--- config.mk ---
export PLATFORM = sky130hd
export DESIGN_NAME = modbus_rtu_slave_address_map
export DESIGN_NICKNAME = d
export VERILOG_FILES = /design/src/hw/dummy_never.v /design/src/hw/rtu_char_link.v /design/src/hw/modbus_rtu_slave_address_map.v
export VERILOG_INCLUDE_DIRS = /design/src /design/src/hw
export SDC_FILE = /design/constraint.sdc
export NUM_CORES = 1
export LEC_CHECK = 0
export BUFFER_PORTS_ARGS = -buffer_cell sky130_fd_sc_hd__buf_2
export CORE_AREA = 3 3 213 215
export CTS_BUF_LIST = sky130_fd_sc_hd__clkbuf_8
export DETAILED_ROUTE_END_ITERATION = 8
export DIE_AREA = 0 0 216 218
export GPL_TIMING_DRIVEN = 0
export SLEW_MARGIN = 20
export SYNTH_ARGS = -nofsm -noshare
export SYNTH_HDL_FRONTEND = slang
export SYNTH_SLANG_ARGS = --single-unit
--- constraint.sdc ---
create_clock -name CLOCK -period 5.47 [get_ports CLOCK]
set_clock_uncertainty 0.05 [all_clocks]
set_input_delay 0.2735 -clock CLOCK [delete_from_list [all_inputs] [get_ports CLOCK]]
set_output_delay 0.2735 -clock CLOCK [all_outputs]
set_load 0.005 [all_outputs]
--- src/hw/rtu_map_regs.vh ---
// Constants shared by the Modbus RTU slave front end and its character link.
// Assumes a 10 MHz system clock; counts are derived from CLK_HZ, the fast silence from CLK_PERIOD_NS.
`ifndef RTU_MAP_REGS_VH
`define RTU_MAP_REGS_VH

`define CLK_HZ          64'd10000000
`define CLK_PERIOD_NS   64'd100
`define BIT_CYC(b)      ((`CLK_HZ + (b) / 64'd2) / (b))
// Silence of 3.5 characters of 11 bits, rounded up to whole cycles.
`define SILENCE_CYC(b)  ((64'd385 * `CLK_HZ + 64'd10 * (b) - 64'd1) / (64'd10 * (b)))
`define T35_FAST_NS     64'd1750000
`define T35_FAST_CYC    ((`T35_FAST_NS + `CLK_PERIOD_NS - 64'd1) / `CLK_PERIOD_NS)

`define BAUD_9600       3'h0
`define BAUD_19200      3'h1
`define BAUD_38400      3'h2
`define BAUD_57600      3'h3
`define BAUD_115200     3'h4
`define PAR_NONE        2'h0
`define PAR_EVEN        2'h1
`define PAR_ODD         2'h2

`define PER_DEVICE_MAPPING              1'h0
`define SINGLE_ADDRESS_REGISTER_MAPPING 1'h1

`define DEF_BAUD        `BAUD_19200
`define DEF_PARITY      `PAR_EVEN
`define DEF_STATION     8'h01
`define DEF_MAP         `PER_DEVICE_MAPPING
`define DEF_EXPECTED    6'h01
`define ADDR_MIN        8'h01
`define ADDR_MAX        9'h0f7
`define MAX_UNITS       6'h32
`define REGS_PER_DEV    4'ha
`define MAX_QTY         16'h007d

`define FC_READ_HOLD    8'h03
`define FC_DIAG         8'h08
`define FC_EVT_CNT      8'h0b
`define FC_EVT_LOG      8'h0c
`define FC_SLAVE_ID     8'h11
`define FC_DEV_IDENT    8'h2b
`define EXC_FLAG        8'h80
`define EXC_FUNC        8'h01
`define EXC_ADDR        8'h02
`define EXC_VALUE       8'h03

// Station holding registers, by word index (register number minus one).
`define REG_DEVICE_TYPE    4'h0
`define REG_DEVICE_STATUS  4'h1
`define REG_EXPECTED       4'h2
`define REG_ONLINE_COUNT   4'h3
`define REG_FLAGS_1_16     4'h4
`define REG_FLAGS_17_32    4'h5
`define REG_FLAGS_33_48    4'h6
`define REG_FLAGS_49_50    4'h7
`define STATION_TYPE_VAL   16'h00ff
`define STATION_ONLINE_VAL 16'h0001

// Transmitter holding registers, by word index.
`define UREG_STATUS_LO     4'h3
`define UREG_PRIMARY_HI    4'h4
`define UREG_SECOND_HI     4'h6
`define UREG_SECOND_LO     4'h7
`define STATUS_ONLINE_BIT  1
`define NAN_HI             16'h7fc0
`define NAN_LO             16'h0000

`define CRC_INIT        16'hffff
`define CRC_POLY        16'ha001

`endif

--- src/hw/dummy_never.v ---
`timescale 1ns/1ps

--- src/hw/rtu_char_link.v ---
// Serial character transmitter and receiver for the RS-485 line.
// Assumes rxd comes straight from a pin; it is synchronised here.
`timescale 1ns/1ps
`include "rtu_map_regs.vh"

module rtu_char_link (
  // Clock and reset
  input  wire        clock,
  input  wire        rst,
  // Line format
  input  wire [2:0]  baud_sel,
  input  wire [1:0]  parity_sel,
  // Line pins
  input  wire        rxd,
  output wire        txd,
  // Receive side
  output reg         rx_valid_r,
  output reg         rx_err_r,
  output reg  [7:0]  rx_data_r,
  output wire        rx_busy,
  // Transmit side
  input  wire        tx_start,
  input  wire [7:0]  tx_data,
  output wire        tx_busy
);

  localparam [63:0] D0 = `BIT_CYC(64'd9600);
  localparam [63:0] D1 = `BIT_CYC(64'd19200);
  localparam [63:0] D2 = `BIT_CYC(64'd38400);
  localparam [63:0] D3 = `BIT_CYC(64'd57600);
  localparam [63:0] D4 = `BIT_CYC(64'd115200);

  function [10:0] div_of;
    input [2:0] sel;
    begin
      case (sel)
        `BAUD_9600:  div_of = D0[10:0];
        `BAUD_19200: div_of = D1[10:0];
        `BAUD_38400: div_of = D2[10:0];
        `BAUD_57600: div_of = D3[10:0];
        default:     div_of = D4[10:0];
      endcase
    end
  endfunction

  // Bit after the data: parity when selected, else the first stop bit.
  function bit9_of;
    input [1:0] par;
    input [7:0] d;
    begin
      if (par == `PAR_EVEN)
        bit9_of = ^d;
      else if (par == `PAR_ODD)
        bit9_of = ~^d;
      else
        bit9_of = 1'b1;
    end
  endfunction

  wire [10:0] div = div_of(baud_sel);

  reg         rxd_m_r;
  reg         rxd_s_r;
  reg         rx_act_r;
  reg  [3:0]  rx_bit_r;
  reg  [10:0] rx_cnt_r;
  reg  [9:0]  rx_sh_r;
  reg  [10:0] tx_sh_r;
  reg  [3:0]  tx_bits_r;
  reg  [10:0] tx_cnt_r;
  reg         tx_busy_r;

  assign rx_busy = rx_act_r;
  assign tx_busy = tx_busy_r;
  assign txd     = tx_sh_r[0];

  always @(posedge clock) begin
    if (rst) begin
      rxd_m_r    <= 1'b1;
      rxd_s_r    <= 1'b1;
      rx_act_r   <= 1'b0;
      rx_bit_r   <= 4'h0;
      rx_cnt_r   <= 11'h000;
      rx_sh_r    <= 10'h000;
      rx_valid_r <= 1'b0;
      rx_err_r   <= 1'b0;
      rx_data_r  <= 8'h00;
    end else begin
      rxd_m_r    <= rxd;
      rxd_s_r    <= rxd_m_r;
      rx_valid_r <= 1'b0;
      rx_err_r   <= 1'b0;
      if (!rx_act_r) begin
        if (!rxd_s_r) begin
          rx_act_r <= 1'b1;
          rx_bit_r <= 4'h0;
          rx_cnt_r <= {1'b0, div[10:1]};
        end
      end else if (rx_cnt_r != 11'h000) begin
        rx_cnt_r <= rx_cnt_r - 11'h001;
      end else begin
        rx_cnt_r <= div - 11'h001;
        rx_bit_r <= rx_bit_r + 4'h1;
        rx_sh_r  <= {rxd_s_r, rx_sh_r[9:1]};
        if (rx_bit_r == 4'h0 && rxd_s_r) begin
          // A glitch shorter than half a bit is not a start bit.
          rx_act_r <= 1'b0;
        end else if (rx_bit_r == 4'ha) begin
          // Busy to mid stop bit: a low ninth bit is no start.
          rx_act_r  <= 1'b0;
        end else if (rx_bit_r == 4'h9) begin
          rx_data_r <= rx_sh_r[9:2];
          if (rxd_s_r == bit9_of(parity_sel, rx_sh_r[9:2]))
            rx_valid_r <= 1'b1;
          else
            rx_err_r <= 1'b1;
        end
      end
    end
  end

  always @(posedge clock) begin
    if (rst) begin
      tx_sh_r   <= 11'h7ff;
      tx_bits_r <= 4'h0;
      tx_cnt_r  <= 11'h000;
      tx_busy_r <= 1'b0;
    end else if (!tx_busy_r) begin
      if (tx_start) begin
        // Eleven bits always: parity plus one stop, or two stops.
        tx_sh_r   <= {1'b1, bit9_of(parity_sel, tx_data), tx_data, 1'b0};
        tx_bits_r <= 4'hb;
        tx_cnt_r  <= div - 11'h001;
        tx_busy_r <= 1'b1;
      end
    end else if (tx_cnt_r != 11'h000) begin
      tx_cnt_r <= tx_cnt_r - 11'h001;
    end else begin
      tx_cnt_r  <= div - 11'h001;
      tx_sh_r   <= {1'b1, tx_sh_r[10:1]};
      tx_bits_r <= tx_bits_r - 4'h1;
      if (tx_bits_r == 4'h1)
        tx_busy_r <= 1'b0;
    end
  end

endmodule

--- src/hw/modbus_rtu_slave_address_map.v ---
// Modbus RTU slave front end: frame reception, address mapping and replies.
// Assumes radio-side logic on CLOCK supplies online flags and transmitter words.
// How it works
// - Single-address mode accepts station address 1 to 247 and serves everything there.
// - The station always answers at its configured slave address.
// - Per-device mode: transmitter answers at station address plus its radio identifier.
// - Per-device mode caps station address at 247 minus the transmitter count.
// - Per-device mode: ten holding registers at station and at each transmitter.
// - Single-address mode: station at 1-10, transmitter n at next blocks of ten.
// - Single-address mode serves transmitter data through function 03 at station address.
// - Characters: 8 data bits, even/odd/no parity, total of 11 bits.
// - Bit rate is one of 9600, 19200, 38400, 57600 or 115200.
// - Defaults: 19200 baud, 8 data bits, even parity, one stop bit.
// - Station slave address defaults to 1.
// - Mapping mode defaults to per-device mapping.
// - Only binary RTU framing is handled; ASCII is not.
// - Station register 4 reports the count of online transmitters.
// - Station registers 5 to 8 carry one online bit per transmitter.
// - Bit 1 of each transmitter status register shows its online state.
// - Offline transmitter returns NaN for primary and secondary measurements.
// - Single-measurement transmitter returns NaN for its secondary measurement.
// - Unsupported function codes get exception code 01, except 08, 0B, 0C, 11 and 2B, which raise DIAG_REQ and get no reply.
// - Invalid holding register addresses get exception code 02.
`timescale 1ns/1ps
`include "rtu_map_regs.vh"

module modbus_rtu_slave_address_map #(
  parameter [63:0] SIL_9600  = `SILENCE_CYC(64'd9600),
  parameter [63:0] SIL_19200 = `SILENCE_CYC(64'd19200),
  parameter [63:0] SIL_FAST  = `T35_FAST_CYC
) (
  // Clock and reset
  input  wire        CLOCK,
  input  wire        RST,
  // RS-485 line
  input  wire        RXD,
  output wire        TXD,
  output wire        TXEN,
  // Configuration
  input  wire        CFG_WRITE,
  input  wire [7:0]  CFG_STATION_SLAVE_ADDRESS,
  input  wire        CFG_MAPPING_MODE_SELECT,
  input  wire [2:0]  CFG_BAUD,
  input  wire [1:0]  CFG_PARITY,
  input  wire [5:0]  CFG_EXPECTED_TRANSMITTER_COUNT,
  output reg         CFG_REJECT,
  output reg  [7:0]  STATION_SLAVE_ADDRESS,
  output reg         MAPPING_MODE_SELECT,
  // Radio-side status and data
  input  wire [49:0] ONLINE,
  input  wire [49:0] SINGLE_MEAS,
  output reg  [5:0]  UNIT_SEL,
  output reg  [3:0]  WORD_SEL,
  input  wire [15:0] UNIT_WORD,
  // Observation
  output reg  [5:0]  ONLINE_COUNT,
  output reg         DIAG_REQ,
  output reg         FRAME_DROP
);

  localparam [2:0] S_RX    = 3'h0;
  localparam [2:0] S_CHECK = 3'h1;
  localparam [2:0] S_LOAD  = 3'h2;
  localparam [2:0] S_FETCH = 3'h3;
  localparam [2:0] S_SEND  = 3'h4;
  localparam [2:0] S_WAIT  = 3'h5;

  function [15:0] crc_step;
    input [15:0] c;
    input [7:0]  b;
    integer      i;
    reg   [15:0] x;
    begin
      x = c ^ {8'h00, b};
      for (i = 0; i < 8; i = i + 1)
        x = x[0] ? ((x >> 1) ^ `CRC_POLY) : (x >> 1);
      crc_step = x;
    end
  endfunction

  function [5:0] pop50;
    input [49:0] v;
    integer      i;
    begin
      pop50 = 6'h00;
      for (i = 0; i < 50; i = i + 1)
        pop50 = pop50 + {5'h00, v[i]};
    end
  endfunction

  reg [2:0]  baud_r;
  reg [1:0]  parity_r;
  reg [5:0]  expected_transmitter_count_r;
  reg [2:0]  state_r;
  reg [7:0]  buf_r [0:7];
  reg [3:0]  nbytes_r;
  reg        bad_r;
  reg [19:0] sil_r;
  reg [15:0] rx_crc_r;
  reg [15:0] tx_crc_r;
  reg        exc_r;
  reg [7:0]  exc_code_r;
  reg [7:0]  len_r;
  reg [7:0]  idx_r;
  reg [7:0]  byte_r;
  reg [15:0] data_word_r;

  wire       rx_valid;
  wire       rx_err;
  wire [7:0] rx_data;
  wire       rx_busy;
  wire       tx_busy;
  wire       tx_start = (state_r == S_SEND) && !tx_busy;

  rtu_char_link link (
    .clock      (CLOCK),
    .rst        (RST),
    .baud_sel   (baud_r),
    .parity_sel (parity_r),
    .rxd        (RXD),
    .txd        (TXD),
    .rx_valid_r (rx_valid),
    .rx_err_r   (rx_err),
    .rx_data_r  (rx_data),
    .rx_busy    (rx_busy),
    .tx_start   (tx_start),
    .tx_data    (byte_r),
    .tx_busy    (tx_busy)
  );

  assign TXEN = (state_r != S_RX) && (state_r != S_CHECK);

  // Configuration checks; a rejected write leaves every setting as it was.
  wire [8:0] cfg_top   = {1'b0, CFG_STATION_SLAVE_ADDRESS} + {3'h0, CFG_EXPECTED_TRANSMITTER_COUNT};
  wire       cfg_ok    = (CFG_STATION_SLAVE_ADDRESS >= `ADDR_MIN) &&
                         ({1'b0, CFG_STATION_SLAVE_ADDRESS} <= `ADDR_MAX) &&
                         (CFG_MAPPING_MODE_SELECT == `SINGLE_ADDRESS_REGISTER_MAPPING ||
                          cfg_top <= `ADDR_MAX) &&
                         (CFG_BAUD <= `BAUD_115200) &&
                         (CFG_PARITY <= `PAR_ODD) &&
                         (CFG_EXPECTED_TRANSMITTER_COUNT <= `MAX_UNITS);

  always @(posedge CLOCK) begin
    if (RST) begin
      baud_r                       <= `DEF_BAUD;
      parity_r                     <= `DEF_PARITY;
      STATION_SLAVE_ADDRESS        <= `DEF_STATION;
      MAPPING_MODE_SELECT          <= `DEF_MAP;
      expected_transmitter_count_r <= `DEF_EXPECTED;
      CFG_REJECT                   <= 1'b0;
      ONLINE_COUNT                 <= 6'h00;
    end else begin
      CFG_REJECT   <= CFG_WRITE && !cfg_ok;
      ONLINE_COUNT <= pop50(ONLINE);
      if (CFG_WRITE && cfg_ok) begin
        baud_r                       <= CFG_BAUD;
        parity_r                     <= CFG_PARITY;
        STATION_SLAVE_ADDRESS        <= CFG_STATION_SLAVE_ADDRESS;
        MAPPING_MODE_SELECT          <= CFG_MAPPING_MODE_SELECT;
        expected_transmitter_count_r <= CFG_EXPECTED_TRANSMITTER_COUNT;
      end
    end
  end

  // Frame end is RTU line silence; there is no ASCII delimiter detection.
  reg [19:0] sil_lim;
  always @* begin
    if (baud_r == `BAUD_9600)
      sil_lim = SIL_9600[19:0];
    else if (baud_r == `BAUD_19200)
      sil_lim = SIL_19200[19:0];
    else
      sil_lim = SIL_FAST[19:0];
  end
  wire frame_end = (state_r == S_RX) && (nbytes_r != 4'h0) && (sil_r >= sil_lim);

  // Request decode.
  wire [7:0]  rq_addr  = buf_r[0];
  wire [7:0]  rq_func  = buf_r[1];
  wire [15:0] rq_start = {buf_r[2], buf_r[3]};
  wire [15:0] rq_qty   = {buf_r[4], buf_r[5]};
  wire [7:0]  diff     = rq_addr - STATION_SLAVE_ADDRESS;
  wire        per_dev  = (MAPPING_MODE_SELECT == `PER_DEVICE_MAPPING);
  wire        hit_stn  = (rq_addr == STATION_SLAVE_ADDRESS);
  wire        hit_unit = per_dev && (rq_addr > STATION_SLAVE_ADDRESS) &&
                         (diff <= {2'h0, expected_transmitter_count_r});
  wire [9:0]  limit    = per_dev ? {6'h00, `REGS_PER_DEV} :
                         10'd10 * ({4'h0, expected_transmitter_count_r} + 10'h001);
  wire [16:0] rq_end   = {1'b0, rq_start} + {1'b0, rq_qty};
  wire        other_fc = (rq_func == `FC_DIAG) || (rq_func == `FC_EVT_CNT) ||
                         (rq_func == `FC_EVT_LOG) || (rq_func == `FC_SLAVE_ID) ||
                         (rq_func == `FC_DEV_IDENT);
  wire        intact   = !bad_r && (nbytes_r >= 4'h4) && (rx_crc_r == 16'h0000);
  wire [8:0]  blk      = rq_start[8:0] / 9'd10;
  wire [8:0]  blk_word = rq_start[8:0] - blk * 9'd10;

  // Word to send for the current unit and word pointer.
  wire       u_on     = ONLINE[UNIT_SEL - 6'h01];
  wire       u_single = SINGLE_MEAS[UNIT_SEL - 6'h01];
  reg [15:0] word_val;
  always @* begin
    word_val = UNIT_WORD;
    if (UNIT_SEL == 6'h00) begin
      case (WORD_SEL)
        `REG_DEVICE_TYPE:   word_val = `STATION_TYPE_VAL;
        `REG_DEVICE_STATUS: word_val = `STATION_ONLINE_VAL;
        `REG_EXPECTED:      word_val = {10'h000, expected_transmitter_count_r};
        `REG_ONLINE_COUNT:  word_val = {10'h000, ONLINE_COUNT};
        `REG_FLAGS_1_16:    word_val = ONLINE[15:0];
        `REG_FLAGS_17_32:   word_val = ONLINE[31:16];
        `REG_FLAGS_33_48:   word_val = ONLINE[47:32];
        `REG_FLAGS_49_50:   word_val = {14'h0000, ONLINE[49:48]};
        default:            word_val = 16'h0000;
      endcase
    end else if (WORD_SEL >= `UREG_PRIMARY_HI && WORD_SEL <= `UREG_SECOND_LO && !u_on) begin
      word_val = WORD_SEL[0] ? `NAN_LO : `NAN_HI;
    end else if (WORD_SEL >= `UREG_SECOND_HI && WORD_SEL <= `UREG_SECOND_LO && u_single) begin
      word_val = WORD_SEL[0] ? `NAN_LO : `NAN_HI;
    end else if (WORD_SEL == `UREG_STATUS_LO) begin
      word_val[`STATUS_ONLINE_BIT] = u_on;
    end
  end

  wire [7:0] data_pos = idx_r - 8'h03;

  always @(posedge CLOCK) begin
    if (RST) begin
      state_r     <= S_RX;
      nbytes_r    <= 4'h0;
      bad_r       <= 1'b0;
      sil_r       <= 20'h00000;
      rx_crc_r    <= `CRC_INIT;
      tx_crc_r    <= `CRC_INIT;
      exc_r       <= 1'b0;
      exc_code_r  <= 8'h00;
      len_r       <= 8'h00;
      idx_r       <= 8'h00;
      byte_r      <= 8'h00;
      data_word_r <= 16'h0000;
      UNIT_SEL    <= 6'h00;
      WORD_SEL    <= 4'h0;
      DIAG_REQ    <= 1'b0;
      FRAME_DROP  <= 1'b0;
    end else begin
      DIAG_REQ   <= 1'b0;
      FRAME_DROP <= 1'b0;
      case (state_r)
        S_RX: begin
          if (rx_busy || rx_valid || rx_err)
            sil_r <= 20'h00000;
          else if (sil_r != 20'hfffff)
            sil_r <= sil_r + 20'h00001;
          if (rx_valid) begin
            if (nbytes_r < 4'h8)
              buf_r[nbytes_r[2:0]] <= rx_data;
            if (nbytes_r != 4'hf)
              nbytes_r <= nbytes_r + 4'h1;
            rx_crc_r <= crc_step(rx_crc_r, rx_data);
          end
          if (rx_err)
            bad_r <= 1'b1;
          if (frame_end)
            state_r <= S_CHECK;
        end
        S_CHECK: begin
          idx_r    <= 8'h00;
          tx_crc_r <= `CRC_INIT;
          exc_r    <= 1'b1;
          len_r    <= 8'h05;
          state_r  <= S_LOAD;
          if (per_dev && hit_unit) begin
            UNIT_SEL <= diff[5:0];
            WORD_SEL <= rq_start[3:0];
          end else begin
            UNIT_SEL <= blk[5:0];
            WORD_SEL <= per_dev ? rq_start[3:0] : blk_word[3:0];
          end
          if (!intact) begin
            FRAME_DROP <= 1'b1;
            state_r    <= S_RX;
          end else if (!hit_stn && !hit_unit) begin
            state_r <= S_RX;
          end else if (other_fc) begin
            DIAG_REQ <= 1'b1;
            state_r  <= S_RX;
          end else if (rq_func != `FC_READ_HOLD) begin
            exc_code_r <= `EXC_FUNC;
          end else if (nbytes_r != 4'h8) begin
            FRAME_DROP <= 1'b1;
            state_r    <= S_RX;
          end else if (rq_qty == 16'h0000 || rq_qty > `MAX_QTY) begin
            exc_code_r <= `EXC_VALUE;
          end else if (rq_end > {7'h00, limit}) begin
            exc_code_r <= `EXC_ADDR;
          end else begin
            exc_r <= 1'b0;
            len_r <= {rq_qty[6:0], 1'b0} + 8'h05;
          end
        end
        S_LOAD: begin
          state_r <= S_SEND;
          if (idx_r == 8'h00)
            byte_r <= rq_addr;
          else if (idx_r == 8'h01)
            byte_r <= exc_r ? (rq_func | `EXC_FLAG) : rq_func;
          else if (idx_r == 8'h02)
            byte_r <= exc_r ? exc_code_r : {rq_qty[6:0], 1'b0};
          else if (idx_r == len_r - 8'h02)
            byte_r <= tx_crc_r[7:0];
          else if (idx_r == len_r - 8'h01)
            byte_r <= tx_crc_r[15:8];
          else if (!data_pos[0])
            state_r <= S_FETCH;
          else begin
            byte_r <= data_word_r[7:0];
            if (WORD_SEL == `REGS_PER_DEV - 4'h1) begin
              WORD_SEL <= 4'h0;
              UNIT_SEL <= UNIT_SEL + 6'h01;
            end else begin
              WORD_SEL <= WORD_SEL + 4'h1;
            end
          end
        end
        S_FETCH: begin
          data_word_r <= word_val;
          byte_r      <= word_val[15:8];
          state_r     <= S_SEND;
        end
        S_SEND: begin
          if (!tx_busy) begin
            if (idx_r < len_r - 8'h02)
              tx_crc_r <= crc_step(tx_crc_r, byte_r);
            state_r  <= S_WAIT;
          end
        end
        default: begin
          if (!tx_busy) begin
            idx_r   <= idx_r + 8'h01;
            state_r <= (idx_r == len_r - 8'h01) ? S_RX : S_LOAD;
          end
        end
      endcase
      if (state_r == S_CHECK) begin
        nbytes_r <= 4'h0;
        bad_r    <= 1'b0;
        sil_r    <= 20'h00000;
        rx_crc_r <= `CRC_INIT;
      end
    end
  end

endmodule

Word level (Yosys, flattened, before mapping)
Memories as Yosys holds them, arrays and structs flattened.
Cells that the tools add are included.
{"block": "totals", "register_bits": 205, "latchBits": 0, "ram_bits": 64, "romBits": 0, "input_bits": 140, "output_inout_bits": 30, "elab_cells": 435, "n_memories": 1}
{"memory": "buf_r", "depth": 8, "width": 8, "rd": 6, "rd_ports_with_merged_regs": 0, "wr": 1, "line_no": "modbus_rtu_slave_address_map.v:95", "source": "reg [7:0] buf_r [0:7];"}
{"block": "op_classes", "n_addsub": 69, "n_mul": 2, "div_mod_pow": 1, "magnitude_cmp": 18, "n_eq_ne": 53, "n_shift": 0, "muxes": 148, "bitwise": 29, "n_reduce_logical": 78}
{"cell": "$mux 16", "count": 20}
{"cell": "$add 6x1->6", "count": 44}
{"cell": "$mux 8", "count": 20}
{"cell": "$pmux 16 s8", "count": 1}
{"cell": "$mux 11", "count": 9}
{"cell": "$mux 20", "count": 3}
{"cell": "$mux 4", "count": 15}
{"cell": "$mux 6", "count": 8}
{"cell": "$not 2->3", "count": 16}
{"cell": "$mux 1", "count": 44}
{"cell": "$pmux 11 s4", "count": 1}
{"cell": "$sub 11x1->11 const B", "count": 3}
{"cell": "$logic_not 16->1", "count": 2}
{"cell": "$pmux 16 s2", "count": 1}
{"cell": "$pmux 8 s2", "count": 2}
{"cell": "$xor 16x8->16", "count": 2}
{"cell": "$ne 2x2->1 const B", "count": 14}
{"cell": "$mux 3", "count": 9}
{"cell": "$eq 8x4->1 const B", "count": 3}
{"cell": "$eq 8x8->1", "count": 3}
{"cell": "$logic_and 1x1->1", "count": 22}
{"cell": "$reduce_bool 11->1", "count": 2}
{"cell": "$add 20x1->20 const B", "count": 1}
{"cell": "$ge 20x20->1", "count": 1}
{"cell": "other kinds (88)", "count": 152}

Depth between registers and ports, before layout
{"block": "depth", "word_depth": 49, "depth_mapped": 19, "mapped_depth_nobuf": 19}

Modules after synthesis
A second synthesis with hierarchy kept.
{"block": "hier_totals", "cells_unflattened": 2077, "hier_area_um2": 18173.7}
{"mod": "modbus_rtu_slave_address_map", "n_inst": 1, "cells_each": 1649, "area_each_um2": 14722.9, "seq_area_each_um2": 4124.0}
{"mod": "rtu_char_link", "n_inst": 1, "cells_each": 428, "area_each_um2": 3450.8, "seq_area_each_um2": 1241.2}

Least setup slack after synthesis
No wires, ideal clock.
{"block": "synth_timing", "kind": "input -> register", "start": "input ONLINE[17]", "end": "register ONLINE_COUNT[4]", "setup_ns": 0.128, "arrival_ns": 4.781, "required_ns": 5.292, "path_slack_ns": 0.511, "stages": 19, "path_buffers": 0, "cell_sequence": "fa_1 > inv_1 > fa_1 > inv_1 > fa_1 > inv_1 > fa_1 > fa_1 > fa_1 > fa_1 > inv_1 > ha_1 > inv_1 > fa_1 > inv_1 > a21o_1 > a21oi_1 > xor2_1 > nor2_1"}
{"block": "synth_between", "elab_chain_cells": 33}
{"element": "start: declaration", "line_no": "modbus_rtu_slave_address_map.v:50", "source": "input wire [49:0] ONLINE,"}
{"element": "$add 6x1->6 (33 in a row)", "line_no": "modbus_rtu_slave_address_map.v:87", "source": "pop50 = pop50 + {5'h00, v[i]};"}
{"element": "end signal: assignment", "line_no": "modbus_rtu_slave_address_map.v:154", "source": "ONLINE_COUNT <= pop50(ONLINE);"}
{"element": "end: declaration", "line_no": "modbus_rtu_slave_address_map.v:56", "source": "output reg [5:0] ONLINE_COUNT,"}
Every way passes these cells.
A chain may end at the register's enable or synchronous reset.

==> impl_metrics.json <==
{
  "outcome": "finished clean",
  "first_iter_violations": 1354,
  "coreArea_mm2": 0.04393,
  "floorplan.io_pins": 170,
  "max_cap_viol_count": 0,
  "global_route.overflow_total": 0,
  "first_pass_iters": 5,
  "clock_sinks": 244,
  "period_share_pct": 89.93,
  "clk-insertion-delay-late_ps": 620,
  "tritoncts_clock_tree": "yes",
  "cts_setup_buffers": 0,
  "synth_enable_flop_cells": 48,
  "netSwitchingFraction_pct": 33.68,
  "drcViolationCount": 0,
  "yosys.cell_types.count": 90,
  "postSynthAreaPerCell_um2": 8.590,
  "syn_nets": 2325,
  "dr_total_vias": 16420,
  "grt_setup_unrepaired": "false",
  "ant_nets": 0,
  "antenna_found_initial": 0,
  "area_delta_synth_final_pct": 16.88,
  "die_width_um": 216,
  "required_ps": 5920,
  "clockPowerShare_pct": 32.9,
  "synth_area_leaders": "dfxtp_1, edfxtp_1, ha_1",
  "kind_of_critical_path": "reg -> reg",
  "final_design_area_no_fill_mm2": 0.02038,
  "n_fill_cell": 4335,
  "drive_gt1_share_pct": 13.64,
  "yosys_most_used_dff": "dfxtp_1",
  "vias_in_the_first_global_route": 15940,
  "postSynth.asyncResetShare_pct": 0,
  "p_seq_share_pct": 32.9,
  "cell_row_count": 77,
  "worst_vdd_ir_mv": 0.5304,
  "place.detailed.hpwl_mm": 45.71,
  "combPwrFrac_pct": 34.2,
  "power_leakage_nw": 8.082,
  "slew_violations": 0,
  "clockRootBuffer": "clkbuf_8",
  "floorplan.initialDensity_pct": 39.69,
  "synth_sequential_area_ratio_pct": 30.77,
  "postSynthCellCount": 2030,
  "arrival_time_reported_for_the_critical_path_endpoint_ps": 5360,
  "dieArea_mm2": 0.04709,
  "power.switching_mw": 1.967,
  "area_share_of_the_leading_cell_type_in_the_synthesized_netlist_pct": 22.50,
  "crit_path_max_fanout": 10,
  "timing.critical_path.from_type": "flip-flop",
  "post_drt_via_cell_ratio": 5.644,
  "worst-slew-pin-transition_ps": 1040,
  "post_synth_instance_area_mm2": 0.01744,
  "postPlaceCellArea_mm2": 0.01908,
  "insertedDiodeCount": 0,
  "slowest_stage": "a221oi_1",
  "total_power_mw": 5.840,
  "fin_tns_setup_ps": 0,
  "routed_wire_length_per_instance_um": 20.08,
  "routed_wl_mm": 58.42,
  "clock_tree.buffer_depth": 3,
  "timing.final.hold_violations": 0,
  "nets": 2576,
  "numPortBuffers": 169,
  "grt_util_all_layers_pct": 24.12,
  "timing.critical_path.to_type": "flip-flop",
  "fin_crit_ps": 4919,
  "h_tree_depth_reported_by_cts": 2,
  "p_int_mw": 3.873,
  "slew-limit-headroom_pct": 30.70,
  "count_of_warnings_emitted_by_yosys": 0,
  "yosysTopAreaCell": "dfxtp_1",
  "setup_violations": 0,
  "die-height_um": 218,
  "fmax_ghz": 0.2033,
  "hold_path_class": "in -> reg",
  "place_congestion": 0.9422,
  "slowest_delay_ps": 540,
  "cell_by_cell_listing_of_the_critical_path": "clkbuf_1 -> nand2_1 -> a21o_1 -> a221oi_1 -> xor2_1 -> o31ai_1 -> a21oi_1 -> ha_1 -> nand2_1 -> a221o_1 -> ha_1 -> inv_1 -> fa_1 -> xor2_1 -> mux2i_1 -> o31a_1 -> o221ai_1 -> a211oi_1",
  "synth-seq-cells": 244,
  "cts-resized-gates": 0,
  "ctsHoldBuffers": 30,
  "power_density_mw_per_mm2": 286.5,
  "maximum_number_of_pins_on_one_net_before_global_route_repair": 14,
  "grt_first_pass_wirelength_mm": 89.76,
  "tritoncts.num_buffers": 45,
  "worst_setup_hold_path_clk_slew_ps": 60
}
critical path: cells and delay by family, from the launching register on:
family	cells	cell delay [ps]
buf+inv	2	450
flops	1	390
mux	1	220
simple gates	2	200
compound gates	8	1940
xor+xnor	2	640
fa+ha+maj	3	870
metal layers:
| metal | up-vias | track usage [%] | routed length, um |
|---|---|---|---|
| met3 | 120 | 4.319 | 4302 |
| met2 | 626 | 40.42 | 26980 |
| met5 | - | 0 | 0 |
| met1 | 7876 | 30.94 | 24870 |
| met4 | 0 | 9.696 | 2270 |
| li1 | 7796 | - | - |
registers in the layout (all words and copies together) (netlist names), 6 cells and up:
signal	count
len_r	8
buf_r	48
link.rx_data_r	8
idx_r	8
UNIT_SEL	6
expected_transmitter_count_r	6
link.tx_sh_r	10
byte_r	8
rx_crc_r	16
tx_crc_r	16
link.rx_cnt_r	11
ONLINE_COUNT	6
data_word_r	8
link.tx_cnt_r	11
sil_r	20
STATION_SLAVE_ADDRESS	8
link.rx_sh_r	8
area by class of cell:
class | instances | area, um^2 | share of cell area [%]
clock inverter | 27 | 220.2 | 1.080
timing repair buffer | 204 | 1174 | 5.759
multi-input combinational | 1551 | 11200 | 54.94
tap | 592 | 740.7 | 3.634
clock buffer | 56 | 770.7 | 3.782
inverter | 135 | 506.7 | 2.486
sequential | 244 | 5365 | 26.32
buffer | 100 | 406.6 | 1.995
worst paths after layout:
| check | slack, ps | start | cells after the start | endpoint |
|---|---|---|---|---|
| max | 550 | buf_r[3][4] | 18 | WORD_SEL[3] |
| min | 30 | UNIT_WORD[10] | 3 | byte_r[2] |
| max reg2reg | 550 | buf_r[3][4] | 18 | WORD_SEL[3] |
| min reg2reg | 370 | link.rxd_m_r | 1 | link.rxd_s_r |
Yosys cell counts, drive strengths merged, types with 7 or more instances:
cell type	n
a21o	24
ha	109
and3	11
mux2i	48
buf	21
nor4	37
o22ai	9
or3	10
a31oi	20
nand2	185
xor2	44
xnor2	101
a21oi	165
mux4	28
and2	15
o21ai	119
nor3b	8
or4	10
edfxtp	48
o21a	9
or2	7
a221oi	14
nor2b	18
inv	133
o221ai	9
nand2b	27
nand3	54
clkbuf	79
dfxtp	196
a22o	9
nor3	52
nor2	194
o211ai	17
fa	46
a22oi	8
a211oi	27
nand4	20
kinds of logic after synthesis:
| family | count (synthesis) | share of synthesized area, % |
|---|---|---|
| AOI/OAI and AO/OA | 499 | 18.09 |
| xor gates and xnor gates | 145 | 7.391 |
| adders and majority gates | 156 | 13.16 |
| buffers and inverters | 235 | 5.238 |
| DFF | 244 | 30.77 |
| muxes | 82 | 6.824 |
| and+or+nand+nor | 669 | 18.53 |
power groups by stage:
stage	Combinational (mW)	Clock, mW	Sequential, mW
4_1_cts	2.01	1.96	1.92
2_1_floorplan	1.44	0	1.94
3_5_place_dp	1.98	0	1.96
6_report	2.00	1.92	1.92
3_3_place_gp	1.93	0	1.96
5_1_grt	2.29	2.04	1.92
metrics by stage:
| stage | hold WS [ps] | util, % | setup WS (ps) | instances |
|---|---|---|---|---|
| 2_1_floorplan | 327.3 | - | 511.1 | 2030 |
| 4_1_cts | 9.512 | 46.38 | 569.7 | 2909 |
| 5_1_grt | 59.66 | 46.39 | 131.2 | 2909 |
| 3_3_place_gp | 343.3 | 43.30 | 137.6 | 2791 |
| 3_5_place_dp | 350.5 | 43.44 | 101.5 | 2796 |
| 6_report | 30.20 | 46.39 | 550.7 | 2909 |
cells in the final DEF (no fill, tap or decap), types with 27 or more instances in the layout:
cell type      synthesis  routed
dfxtp_1              196     196
nor2_1               193     193
nand2_1              184     184
buf_2                  7     180
a21oi_1              165     165
inv_1                133     144
o21ai_0              117     117
ha_1                 109     109
xnor2_1              101     101
clkbuf_1              79      79
clkbuf_8               0      56
nand3_1               54      54
nor3_1                49      49
mux2i_1               48      48
edfxtp_1              48      48
fa_1                  46      46
xor2_1                43      43
nor4_1                35      30
dlygate4sd3_1          0      30
nand2b_1              27      27
Power figures use the tool's default switching activity.
